File: src/design/ivam_pkg.sv
// Constants and carrier types for the interrupt vector address map.
// Notes on behaviour
// - Every reset cause fetches from the one reset vector, which is address zero when nothing relocates it.
// - There are 31 vectors of two words each, vector n sitting at offset 2*(n-1), the last at 0x003C.
// - External requests 0, 1 and 2 use offsets 0x0002, 0x0004 and 0x0006.
// - Pin-change requests 0 to 3 use the consecutive offsets 0x0008 to 0x000E.
// - Watchdog time-out uses 0x0010 and timer 2 match A, match B and overflow use 0x0012 to 0x0016.
// - Timer 1 capture, match A, match B and overflow use 0x0018, 0x001A, 0x001C and 0x001E.
// - Timer 0 match A, match B and overflow use 0x0020, 0x0022 and 0x0024.
// - SPI done uses 0x0026 and serial port 0 receive, data-empty and transmit use 0x0028 to 0x002C.
// - Comparator, ADC, EEPROM, two-wire and program-store requests use 0x002E to 0x0036.
// - Serial port 1 receive, data-empty and transmit use 0x0038, 0x003A and 0x003C.
// - With the table select bit set each interrupt vector is the boot section start plus its offset, else the offset.
// - A programmed boot reset fuse makes reset fetch the boot reset address, else zero, independent of select.
// - Fuse value 1 means unprogrammed and 0 programmed; vectors start at base plus 0x0002.
// - Change enable clears itself four cycles after it is set or when select is written, and blocks interrupts.
package ivam_pkg;
   localparam int ADDR_W = 17;
   localparam int NUM_SRC = 30;
   localparam int NUM_W = 5;
   localparam logic [16:0] RESET_VEC_ADDR = 17'h00000;
   localparam logic [16:0] BOOT_RESET_ADDR_DEF = 17'h1F000;
   localparam logic [NUM_W-1:0] FIRST_IRQ_VEC_NUM = 5'h02;
   localparam logic [NUM_W-1:0] LAST_VEC_NUM = 5'h1F;
   localparam logic [6:0] LAST_VEC_OFFSET = 7'h3C;
   localparam logic FUSE_PROGRAMMED = 1'h0;
   localparam logic [2:0] CHANGE_WINDOW_CYC = 3'h4;
   localparam logic [2:0] CHANGE_WINDOW_RESET = 3'h0;
   // Table offset of each request line, index 0 being vector number 2.
   localparam logic [NUM_SRC-1:0][6:0] VEC_OFFSET = '{
      7'h3C, 7'h3A, 7'h38,
      7'h36, 7'h34, 7'h32, 7'h30, 7'h2E,
      7'h2C, 7'h2A, 7'h28, 7'h26,
      7'h24, 7'h22, 7'h20,
      7'h1E, 7'h1C, 7'h1A, 7'h18,
      7'h16, 7'h14, 7'h12, 7'h10,
      7'h0E, 7'h0C, 7'h0A, 7'h08,
      7'h06, 7'h04, 7'h02
   };
   // Write data of the mcu_control_reg bits that this block owns.
   typedef struct packed {
      logic vector_table_select;
      logic vector_change_enable;
   } ivam_ctrl_t;
   // Vector handed to the core's program counter load.
   typedef struct packed {
      logic valid;
      logic [NUM_W-1:0] num;
      logic [ADDR_W-1:0] addr;
   } ivam_vec_t;
endpackage : ivam_pkg

File: src/design/ivam_prio.sv
// Fixed priority picker: lowest request index wins.
`timescale 1ns/1ps
`default_nettype none
module ivam_prio (
   // Requests
   input wire logic [ivam_pkg::NUM_SRC-1:0] req_i,
   // Winner
   output logic any_o,
   output logic [ivam_pkg::NUM_W-1:0] idx_o
);
   always_comb begin
      any_o = 1'b0;
      idx_o = '0;
      for (int i = ivam_pkg::NUM_SRC - 1; i >= 0; i--) begin
         if (req_i[i]) begin
            any_o = 1'b1;
            idx_o = ivam_pkg::NUM_W'(i);
         end
      end
   end
endmodule : ivam_prio
`default_nettype wire

File: src/design/ivam_top.sv
// Reset and interrupt vector address generation with relocatable table.
`timescale 1ns/1ps
`default_nettype none
module ivam_top #(
   parameter logic [16:0] BOOT_RESET_ADDR = ivam_pkg::BOOT_RESET_ADDR_DEF
) (
   // Clock and reset
   input wire logic clk_i,
   input wire logic arst_n_i,
   // Fuse pin
   input wire logic boot_reset_fuse_i,
   // Peripheral requests, same clock
   input wire logic [ivam_pkg::NUM_SRC-1:0] irq_i,
   // Core side
   input wire logic ctrl_wr_i,
   input wire ivam_pkg::ivam_ctrl_t ctrl_wdata_i,
   input wire logic instr_retire_i,
   // Outputs
   output ivam_pkg::ivam_vec_t vec_o,
   output logic [ivam_pkg::ADDR_W-1:0] reset_addr_o,
   output ivam_pkg::ivam_ctrl_t ctrl_o,
   output logic irq_blocked_o
);
   // ***************************************************************
   // Fuse capture
   // ***************************************************************
   logic fuse_meta;
   logic fuse_sync;
   always_ff @(posedge clk_i or negedge arst_n_i) begin
      if (!arst_n_i) begin
         fuse_meta <= 1'b1;
         fuse_sync <= 1'b1;
      end else begin
         fuse_meta <= boot_reset_fuse_i;
         fuse_sync <= fuse_meta;
      end
   end

   always_ff @(posedge clk_i or negedge arst_n_i) begin
      if (!arst_n_i) begin
         reset_addr_o <= ivam_pkg::RESET_VEC_ADDR;
      end else if (fuse_sync == ivam_pkg::FUSE_PROGRAMMED) begin
         reset_addr_o <= BOOT_RESET_ADDR;
      end else begin
         reset_addr_o <= ivam_pkg::RESET_VEC_ADDR;
      end
   end

   // ***************************************************************
   // Timed change of the table select bit
   // ***************************************************************
   logic [2:0] window_cnt;
   logic post_write_block;
   logic vce_write;
   logic vsel_write;
   assign vce_write = ctrl_wr_i && ctrl_wdata_i.vector_change_enable;
   assign vsel_write = ctrl_wr_i && !ctrl_wdata_i.vector_change_enable && ctrl_o.vector_change_enable;

   always_ff @(posedge clk_i or negedge arst_n_i) begin
      if (!arst_n_i) begin
         ctrl_o.vector_change_enable <= 1'b0;
         window_cnt <= ivam_pkg::CHANGE_WINDOW_RESET;
      end else if (vce_write) begin
         ctrl_o.vector_change_enable <= 1'b1;
         window_cnt <= ivam_pkg::CHANGE_WINDOW_CYC;
      end else if (vsel_write || window_cnt == 3'h1) begin
         ctrl_o.vector_change_enable <= 1'b0;
         window_cnt <= ivam_pkg::CHANGE_WINDOW_RESET;
      end else if (window_cnt != ivam_pkg::CHANGE_WINDOW_RESET) begin
         window_cnt <= window_cnt - 3'h1;
      end
   end

   always_ff @(posedge clk_i or negedge arst_n_i) begin
      if (!arst_n_i) begin
         ctrl_o.vector_table_select <= 1'b0;
      end else if (vsel_write) begin
         ctrl_o.vector_table_select <= ctrl_wdata_i.vector_table_select;
      end
   end

   // Blocking lasts until the instruction after the select write retires.
   always_ff @(posedge clk_i or negedge arst_n_i) begin
      if (!arst_n_i) begin
         post_write_block <= 1'b0;
      end else if (vsel_write) begin
         post_write_block <= 1'b1;
      end else if (instr_retire_i) begin
         post_write_block <= 1'b0;
      end
   end

   logic block_now;
   assign block_now = ctrl_o.vector_change_enable || post_write_block || vce_write;

   always_ff @(posedge clk_i or negedge arst_n_i) begin
      if (!arst_n_i) begin
         irq_blocked_o <= 1'b0;
      end else begin
         irq_blocked_o <= block_now;
      end
   end

   // ***************************************************************
   // Vector selection
   // ***************************************************************
   logic win_any;
   logic [ivam_pkg::NUM_W-1:0] win_idx;
   logic [ivam_pkg::ADDR_W-1:0] table_base;

   ivam_prio u_prio (
      .req_i(irq_i),
      .any_o(win_any),
      .idx_o(win_idx)
   );

   assign table_base = ctrl_o.vector_table_select ? BOOT_RESET_ADDR : ivam_pkg::RESET_VEC_ADDR;

   always_ff @(posedge clk_i or negedge arst_n_i) begin
      if (!arst_n_i) begin
         vec_o <= '0;
      end else begin
         vec_o.valid <= win_any && !block_now;
         vec_o.num <= win_idx + ivam_pkg::FIRST_IRQ_VEC_NUM;
         vec_o.addr <= table_base + ivam_pkg::ADDR_W'(ivam_pkg::VEC_OFFSET[win_idx]);
      end
   end

   // ***************************************************************
   // Blocking and window checks
   // ***************************************************************
   // Counts the cycles that change enable has stood since it was last set.
   // The count lets the check below bound the window without a long repetition.
   logic [2:0] vce_age;
   always_ff @(posedge clk_i or negedge arst_n_i) begin
      if (!arst_n_i) begin
         vce_age <= 3'h0;
      end else if (vce_write) begin
         vce_age <= 3'h1;
      end else if (ctrl_o.vector_change_enable) begin
         vce_age <= vce_age + 3'h1;
      end else begin
         vce_age <= 3'h0;
      end
   end
endmodule : ivam_top
`default_nettype wire

File: config.mk
export PLATFORM = sky130hd
export DESIGN_NAME = ivam_top
export DESIGN_NICKNAME = d
export VERILOG_FILES = /design/src/design/ivam_pkg.sv /design/src/design/ivam_prio.sv /design/src/design/ivam_top.sv
export SDC_FILE = /design/constraint.sdc
export NUM_CORES = 1
export LEC_CHECK = 0
export BUFFER_PORTS_ARGS = -buffer_cell sky130_fd_sc_hd__buf_2
export CORE_ASPECT_RATIO = 0.75
export CORE_MARGIN = 3
export CORE_UTILIZATION = 40
export DETAILED_ROUTE_END_ITERATION = 10
export PLACE_DENSITY = 0.76
export SLEW_MARGIN = 20
export SYNTH_ARGS = -nofsm -noshare
export SYNTH_HDL_FRONTEND = slang
export SYNTH_HIERARCHICAL = 1
export SYNTH_SLANG_ARGS = --single-unit
File: constraint.sdc
create_clock -name clk_i -period 1.2 [get_ports clk_i]
set_input_delay 0.06 -clock clk_i [delete_from_list [all_inputs] [get_ports clk_i]]
set_output_delay 0.06 -clock clk_i [all_outputs]
set_load 0.02 [all_outputs]
==> run_results.csv, run 1 <==
group,metric,value,unit
run_status,status,"finished, violations left",
run_status,violations,"setup timing",
synthesis,async_reset_ff_share,100.0,%
synthesis,postSynthAreaPerCell,8.812,um^2
min_path,holdPathStages,2,
floorplanning,pin_count,80,
timing,rsz0062_at_grt,"true",
place,dp_hpwl,2.782,mm
finish,seqCellArea,553.0,um^2
pwr,power_leakage,1.142,nW
critical_path,r2r_cells,5,
finish,fillCellCount,225,
detailed_routing,via_per_inst,4.921,
critical_path,rr_startpoint,"window_cnt[0]$_DFFE_PN0P_",
finish,drive_above_1_share,57.03,%
synthesis,synthFlopType,"dfrtp_1",
timing,fin_ws,-0.3531,ns
detailed_routing,postRouteAntennaNets,0,
detailed_routing,via_count,1491,
floorplanning,die_y,57.90,um
timing,setup_viol,10,
finish,syn2layout_area_growth,62.72,%
global_route,grt_max_degree,23,
synthesis,synth_edf_count,0,
critical_path,rr_endpoint,"window_cnt[2]$_DFFE_PN0P_",
timing,hold_viol_final,0,
clock_tree,insertion_delay,0.27,ns
floorplanning,die_area,4353,um^2
global_route,grt_pass1_wl,6.423,mm
pwr,power_density,1204,nW/um^2
clock_tree,cts.sinks,22,
critical_path,required,1.36,ns
critical_path,start_kind,"input pin",
job,maxCapViolCount,0,
detailed_routing,first_iter_violations,101,
global_route,antenna_found_initial,0,
floorplanning,core.rowCount,18,
synthesis,synth_most_common_cell,"buf_4",
timing,clock_skew,0.001575,ns
finish,antenna_cells,0,
critical_path,r2r_setup_slack,0,ns
min_path,hold_path_end,"ctrl_o[1]$_DFFE_PN0P_",
pwr,irDropWorstVdd,0.8963,mV
place,port_buffers,60,
synthesis,synth_top_cell_area_share,34.84,%
place,pre_cts_slack,-0.7599,ns
floorplanning,coreArea,3356,um^2
clock_tree,cts_buffers,3,
global_route,grt.total_usage,19.14,%
detailed_routing,route.detailed.drc,0,
detailed_routing,drtPass1Iterations,4,
synthesis,syn-cell-area,1436,um^2
synthesis,ys_ff_latch,22,
critical_path,worstPathArrival,1.71,ns
floorplanning,initial_core_util,42.80,%
timing,clock.fmax,643.9,MHz
critical_path,critPathCaptureType,"flip-flop",
detailed_routing,routedWlPerCell,14.37,um
place,gp_congestion,0.7851,
synthesis,syn_inst,163,
clock_tree,h-tree-depth,1,
finish,instances_no_fill,303,
timing,period_needed,1.553,ns
synthesis,yosysUniqueCellTypes,40,
synthesis,yosysSeqAreaShare,38.50,%
finish,multiInputGateArea,929.6,um^2
finish,num-nets-final,307,
min_path,min_path_type,"input pin to flip-flop",
critical_path,worstPathMaxFanout,2,
global_route,overflow,0,
clock_tree,cts_tree,"yes",
clock_tree,clkTransAtPathRegs,0.08,ns
timing,slew_viol_final,0,
clock_tree,cts_buffer_depth,2,
detailed_routing,finalWirelength,4.354,mm
place,placed_area,1964,um^2
synthesis,netlist_top_cells_count,"27 x buf_4, 20 x dfrtp_1, 16 x nor2_1",
min_path,hp-start,"ctrl_wdata_i[1]",
synthesis,yosysTopAreaCell,"dfrtp_1",
finish,finalInstanceArea,2337,um^2
synthesis,yosys_warnings,6,
critical_path,crit_start,"irq_i[18]",
finish,utilization,69.65,%
critical_path,crit_type,"input pin to flip-flop",
synthesis,synth_area_leaders,"dfrtp_1 35%, buf_4 14%, ha_1 5.2%, nor2_1 4.2%, dfstp_2 3.7%",
global_route,grt_pass1_vias,1423,
place,placed_cells,285,
floorplanning,die_w,75.20,um
timing,fin_crit_sh,129.4,%
clock_tree,clock-root-buffer,"clkbuf_8",
cell type report:
type,count,share of cell area [%]
multi-input cells,119,39.78
repair buffers,106,30.14
flip-flops and latches,22,23.66
clock buffers,4,2.355
well taps,40,2.141
inverters,12,1.927
placed cells by master (no fill, tap or decap), types with 2 or more instances in the layout:
cell           count
dlygate4sd3_1      3
clkbuf_8           4
xnor2_1            2
nand2_1           14
dfrtp_1           20
o21ai_1            4
o21ai_2            4
nor2_1            13
nor4_4             4
nand3_1            4
nand3b_1           3
nor2_2             4
a211oi_2           2
a21oi_1            5
dfstp_2            2
conb_1            19
and3_1             2
o21ai_0            2
buf_4             37
inv_2              4
buf_2             56
inv_1              8
buf_6              9
nor3_1             6
ha_4               4
state kept, by name (all words and copies together) (netlist names):
name,count
reset_addr_o,1
ctrl_o,2
fuse_sync,1
window_cnt,3
vec_o,12
fuse_meta,1
post_write_block,1
irq_blocked_o,1
where the power goes:
part | switching (mW) | internal, mW
sequential | 0.0990 | 0.858
combinational | 0.703 | 0.611
clock | 0.249 | 0.293
total | 1.05 | 1.76
repair_timing:
action	4_1_cts	5_1_grt
hold buffers	3	0
pin swaps	17	9
endpoints found under the setup margin	11	14
resized for setup	33	14
setup buffers	10	1
endpoints found under the hold margin	22	0
kinds of logic (layout without fill, tap and decap cells):
group                    after synthesis  count (layout)  share of synthesized area (%)
AO/OA/AOI/OAI                         28              28                          12.81
XOR/XNOR                               3               3                          1.830
multiplexers                           1               1                          1.045
buffers and inverters                 40             122                          17.59
flip-flops                            22              22                          38.50
adder cells (fa/ha/maj)                6               6                          5.226
AND/OR/NAND/NOR                       62              62                          22.74
other                                  1              19                         0.2611
routing by layer:
metal  GRT usage (%)  vias up  wire, um
met5               0        -         0
met3           3.986        6       251
met4           3.491        0        53
met2           33.87       61      2271
met1           24.24      712      1778
li1                -      712         -
critical path: stages:
cell,delay [ns]
buf_6,0.09
or3_4,0.37
a211oi_2,0.23
o221ai_2,0.14
a221oi_2,0.31
buf_4,0.20
ha_4,0.19
nand2_1,0.05
o21ai_1,0.06
per-stage QoR:
| step | setup TNS [ns] | total power, mW | hold slack (ns) |
|---|---|---|---|
| 6_report | -2.196 | 2.813 | 0.01821 |
| 5_1_grt | -2.972 | 2.955 | 0.02134 |
| 4_1_cts | -1.837 | 2.625 | 0.01912 |
| 3_5_place_dp | -5.749 | 1.918 | 0.03878 |
| 3_3_place_gp | -5.555 | 1.897 | 0.04420 |
| 2_1_floorplan | -1.582 | 1.677 | -0.2356 |
how the worst max path moves through the flow:
| stage | to | slack, ns | cells after the start |
|---|---|---|---|
| after floorplan | vec_o[4]$_DFF_PN0_ | -0.37 | 8 |
| after global placement | vec_o[19]$_DFF_PN0_ | -0.68 | 9 |
| after detailed placement | vec_o[4]$_DFF_PN0_ | -0.76 | 9 |
| after CTS | vec_o[4]$_DFF_PN0_ | -0.31 | 9 |
| after global routing | vec_o[2]$_DFF_PN0_ | -0.49 | 7 |
| final | vec_o[2]$_DFF_PN0_ | -0.35 | 9 |
(Power assumes the default switching activity.)
==> run 2: changes to the inputs <==
Settings changed: REMOVE_ABC_BUFFERS set to 1.
==> run_results.csv, run 2 (synthesis gave the netlist of run 1 again) <==
group,metric,value,unit
run_status,status,"finished, violations left",
run_status,violations,"setup timing",
floorplanning,coreArea,3356,um^2
finish,syn2layout_area_growth,58.97,%
timing,setup_viol,11,
critical_path,start_kind,"input pin",
finish,antenna_cells,0,
place,dp_hpwl,2.584,mm
detailed_routing,wl_met2,1.848,mm
floorplanning,die_w,75.20,um
detailed_routing,routed-wl-met3,290,um
timing,clock.fmax,669.6,MHz
finish,multiInputGateArea,924.6,um^2
detailed_routing,routedWlPerCell,12.87,um
critical_path,critPathCaptureType,"flip-flop",
clock_tree,insertion_delay,0.25,ns
clock_tree,h-tree-depth,1,
critical_path,r2r_cells,5,
finish,utilization,68.05,%
clock_tree,cts.sinks,22,
global_route,grt_pass1_wl,5.595,mm
finish,top_regs,"vec_o x12, window_cnt x3, ctrl_o x2",
timing,period_needed,1.493,ns
floorplanning,die_y,57.90,um
clock_tree,cts_tree,"yes",
pwr,power_leakage,1.108,nW
finish,seqCellArea,553.0,um^2
pwr,irDropWorstVdd,0.6096,mV
finish,drive_above_1_share,53.52,%
global_route,grt_max_degree,23,
detailed_routing,routed.top_layer,"met4",
global_route,grt_pass1_vias,1279,
finish,layout_commonest_cell,"buf_2",
detailed_routing,drtPass1Iterations,4,
global_route,overflow,0,
floorplanning,core.rowCount,18,
job,maxCapViolCount,0,
detailed_routing,route.detailed.drc,0,
finish,instances_no_fill,296,
detailed_routing,via_per_inst,4.855,
finish,fillCellCount,232,
place,gp_congestion,0.8085,
detailed_routing,postRouteAntennaNets,0,
detailed_routing,finalWirelength,3.809,mm
min_path,holdPathStages,2,
timing,slew_viol_final,0,
detailed_routing,wl_met1,1.605,mm
timing,fin_crit_sh,124.4,%
timing,clock_skew,0.0002996,ns
timing,finalSetupTns,-1.935,ns
critical_path,required,1.37,ns
critical_path,crit_type,"input pin to flip-flop",
timing,hold_viol_final,0,
critical_path,worstPathMaxFanout,3,
finish,largest_register_ffs,12,
finish,num-nets-final,300,
finish,top_register,"vec_o",
global_route,antenna_found_initial,0,
timing,fin_ws,-0.2933,ns
clock_tree,clkTransAtPathRegs,0.07,ns
pwr,power_density,1226,nW/um^2
place,pre_cts_slack,-0.8224,ns
floorplanning,pin_count,80,
detailed_routing,via_count,1437,
place,port_buffers,60,
global_route,grt.total_usage,16.55,%
timing,rsz0062_at_grt,"true",
clock_tree,clock-root-buffer,"clkbuf_8",
floorplanning,initial_core_util,42.80,%
finish,final_cell_mix,"56 x buf_2, 30 x buf_4, 20 x dfrtp_1",
detailed_routing,first_iter_violations,51,
min_path,min_path_type,"input pin to flip-flop",
place,placed_cells,282,
clock_tree,cts_buffers,3,
critical_path,worstPathArrival,1.66,ns
clock_tree,cts_buffer_depth,2,
floorplanning,die_area,4353,um^2
[run 2: cell types whose count changed in the layout (fill, tap and decap cells not counted), moves of 2 or more]
cell	previous run	this run
nor4_4	4	1
o21ai_2	4	0
nor4_1	1	3
inv_2	4	1
buf_4	37	30
ha_4	4	6
o21ai_1	4	6
[run 2: final cells by class]
| type | instances | share of cell area (%) |
|---|---|---|
| clock buffer | 4 | 2.411 |
| inverter | 12 | 2.301 |
| multi-input combinational | 119 | 40.49 |
| sequential | 22 | 24.22 |
| tap | 40 | 2.192 |
| timing repair buffer | 99 | 28.38 |
[run 2: final timing paths]
check	start	to	slack (ns)
worst max-delay path	irq_i[14]	vec_o[3]$_DFF_PN0_	-0.29
worst min-delay path	ctrl_wdata_i[0]	post_write_block$_DFFE_PN0P_	0.05
worst max register to register	window_cnt[0]$_DFFE_PN0P_	window_cnt[2]$_DFFE_PN0P_	-0.03
worst min register to register	fuse_meta$_DFF_PN1_	fuse_sync$_DFF_PN1_	0.36
max in group asynchronous	arst_n_i	fuse_meta$_DFF_PN1_	0.57
min in group asynchronous	arst_n_i	vec_o[15]$_DFF_PN0_	0.29
[run 2: per-layer routing]
metal | track usage, % | up-vias
met5 | 0 | -
met4 | 2.244 | 0
met3 | 3.813 | 6
met2 | 27.67 | 59
met1 | 22.50 | 674
li1 | - | 698
[run 2: what timing repair did]
item	in CTS	in global routing
buffers inserted	5	3
endpoints found under the setup margin	11	14
gates resized for setup	35	26
hold buffers	3	0
pin swaps	18	11
endpoints found under the hold margin	22	0
[run 2: power breakdown]
| part | internal [mW] | switching [mW] |
|---|---|---|
| sequential | 0.859 | 0.0927 |
| combinational | 0.627 | 0.726 |
| clock | 0.292 | 0.205 |
| total | 1.78 | 1.02 |
[run 2: critical path: stages]
cell	delay (ns)
buf_6	0.09
or3_4	0.39
a211oi_4	0.22
o221ai_2	0.16
a221oi_4	0.25
buf_6	0.16
ha_4	0.15
nor2_2	0.03
a31oi_1	0.15
[run 2: through the flow]
step | cell area (um^2) | hold WS, ns | power (mW)
after floorplan | 1296 | -0.2356 | 1.546
after global placement | 1864 | 0.03963 | 1.866
after detailed placement | 1864 | 0.03728 | 1.891
after CTS | 2133 | 0.03411 | 2.528
after global routing | 2283 | 0.03830 | 2.969
final | 2283 | 0.04665 | 2.800
==> run 3: changes to the inputs <==
Settings changed: RECOVER_POWER set to 100.
==> run_results.csv, run 3 (synthesis gave the netlist of run 1 again) <==
group,metric,value,unit
run_status,status,"finished, violations left",
run_status,violations,"setup timing",
pwr,power_density,1227,nW/um^2
timing,rsz0062_at_grt,"true",
finish,top_regs,"vec_o x12, window_cnt x3, ctrl_o x2",
finish,multiInputGateArea,918.4,um^2
timing,clock_skew,0.0007631,ns
timing,setup_viol,10,
global_route,grt_use_met2,27.67,%
critical_path,crit_start,"irq_i[14]",
clock_tree,h-tree-depth,1,
pwr,power_leakage,1.029,nW
place,pre_cts_slack,-0.8224,ns
clock_tree,clkTransAtPathRegs,0.07,ns
pwr,irDropWorstVdd,0.5674,mV
finish,antenna_cells,0,
place,gp_congestion,0.8085,
clock_tree,cts_buffer_depth,2,
global_route,globalRoute.busiestLayer,"met2",
timing,slew_viol_final,0,
finish,largest_register_ffs,12,
timing,fin_ws,-0.2928,ns
critical_path,required,1.37,ns
critical_path,endpoint,"vec_o[3]$_DFF_PN0_",
global_route,grt_use_met1,22.50,%
critical_path,rr_startpoint,"window_cnt[1]$_DFFE_PN0P_",
critical_path,r2r_setup_slack,-0.04,ns
place,placed_area,1864,um^2
finish,num-nets-final,300,
global_route,grt_max_degree,23,
floorplanning,die_w,75.20,um
finish,top_register,"vec_o",
timing,fin_crit_sh,124.4,%
timing,hold_viol_final,0,
min_path,min_path_type,"input pin to flip-flop",
detailed_routing,postRouteAntennaNets,0,
floorplanning,die_y,57.90,um
global_route,overflow,0,
critical_path,worstPathArrival,1.66,ns
floorplanning,pin_count,80,
pwr,power,2.753,mW
timing,clock.fmax,669.9,MHz
floorplanning,die_area,4353,um^2
clock_tree,cts_buffers,3,
critical_path,worstPathMaxFanout,3,
floorplanning,core.rowCount,18,
detailed_routing,via_per_inst,4.834,
timing,max_slew_margin,66.03,%
finish,finalInstanceArea,2243,um^2
finish,drive_above_1_share,42.97,%
critical_path,crit_type,"input pin to flip-flop",
global_route,antenna_found_initial,0,
detailed_routing,drtPass1Iterations,4,
global_route,grt_util_met3,3.813,%
place,port_buffers,60,
detailed_routing,route.detailed.drc,0,
critical_path,critPathCaptureType,"flip-flop",
finish,instances_no_fill,296,
job,maxCapViolCount,0,
finish,utilization,66.85,%
clock_tree,cts.sinks,22,
critical_path,start_kind,"input pin",
detailed_routing,routedWlPerCell,12.92,um
detailed_routing,first_iter_violations,43,
floorplanning,coreArea,3356,um^2
global_route,grt_pass1_vias,1279,
timing,finalSetupTns,-1.929,ns
finish,syn2layout_area_growth,56.18,%
critical_path,r2r_cells,5,
place,dp_hpwl,2.584,mm
finish,fillCellCount,253,
global_route,grt.total_usage,16.55,%
clock_tree,cts_tree,"yes",
clock_tree,clock-root-buffer,"clkbuf_8",
global_route,grt_pass1_wl,5.595,mm
clock_tree,insertion_delay,0.25,ns
timing,hold_ws,0.03342,ns
timing,tightest_slew,0.5095,ns
place,placed_cells,282,
detailed_routing,finalWirelength,3.823,mm
critical_path,rr_endpoint,"window_cnt[2]$_DFFE_PN0P_",
finish,final_cell_mix,"31 x buf_2, 31 x buf_4, 24 x clkbuf_1",
floorplanning,initial_core_util,42.80,%
finish,seqCellArea,553.0,um^2
detailed_routing,via_count,1431,
timing,period_needed,1.493,ns
-- run 3: final cells by class --
cell class	instances	share of cell area, %
clock buffer	4	2.454
inverter	12	2.342
multi-input combinational	119	40.94
sequential	22	24.65
tap	40	2.231
timing repair buffer	99	27.38
-- run 3: worst min-delay path by stage --
stage	start	end	cells past startpoint
5_1_grt	ctrl_wdata_i[1]	ctrl_o[1]$_DFFE_PN0P_	2
6_report	ctrl_wdata_i[1]	ctrl_o[1]$_DFFE_PN0P_	2
4_1_cts	ctrl_wdata_i[0]	post_write_block$_DFFE_PN0P_	2
3_3_place_gp	arst_n_i	vec_o[15]$_DFF_PN0_	1
2_1_floorplan	arst_n_i	ctrl_o[0]$_DFFE_PN0P_	0
3_5_place_dp	arst_n_i	vec_o[15]$_DFF_PN0_	1
-- run 3: per-layer routing --
layer	wire length, um	part of all wire, %
met1	1628	43
met2	1840	48
met3	288	7.5
met4	64	1.7
met5	0	0
-- run 3: power breakdown --
group	switching (mW)	internal, mW
combinational	0.720	0.584
clock	0.206	0.292
sequential	0.0922	0.859
total	1.02	1.73
-- run 3: worst max-delay path: stages --
cell and delay, ns:
buf_6 0.09, or3_4 0.39, a211oi_4 0.22, o221ai_2 0.16, a221oi_4 0.25, buf_6 0.16, ha_4 0.15, nor2_2 0.03
a31oi_1 0.15
-- run 3: timing repair --
item,CTS,global route
hold endpoints to repair,22,0
gates resized for setup,35,26
pin swaps,18,11
hold buffers,3,0
endpoints found under the setup margin,11,14
buffers inserted,5,3
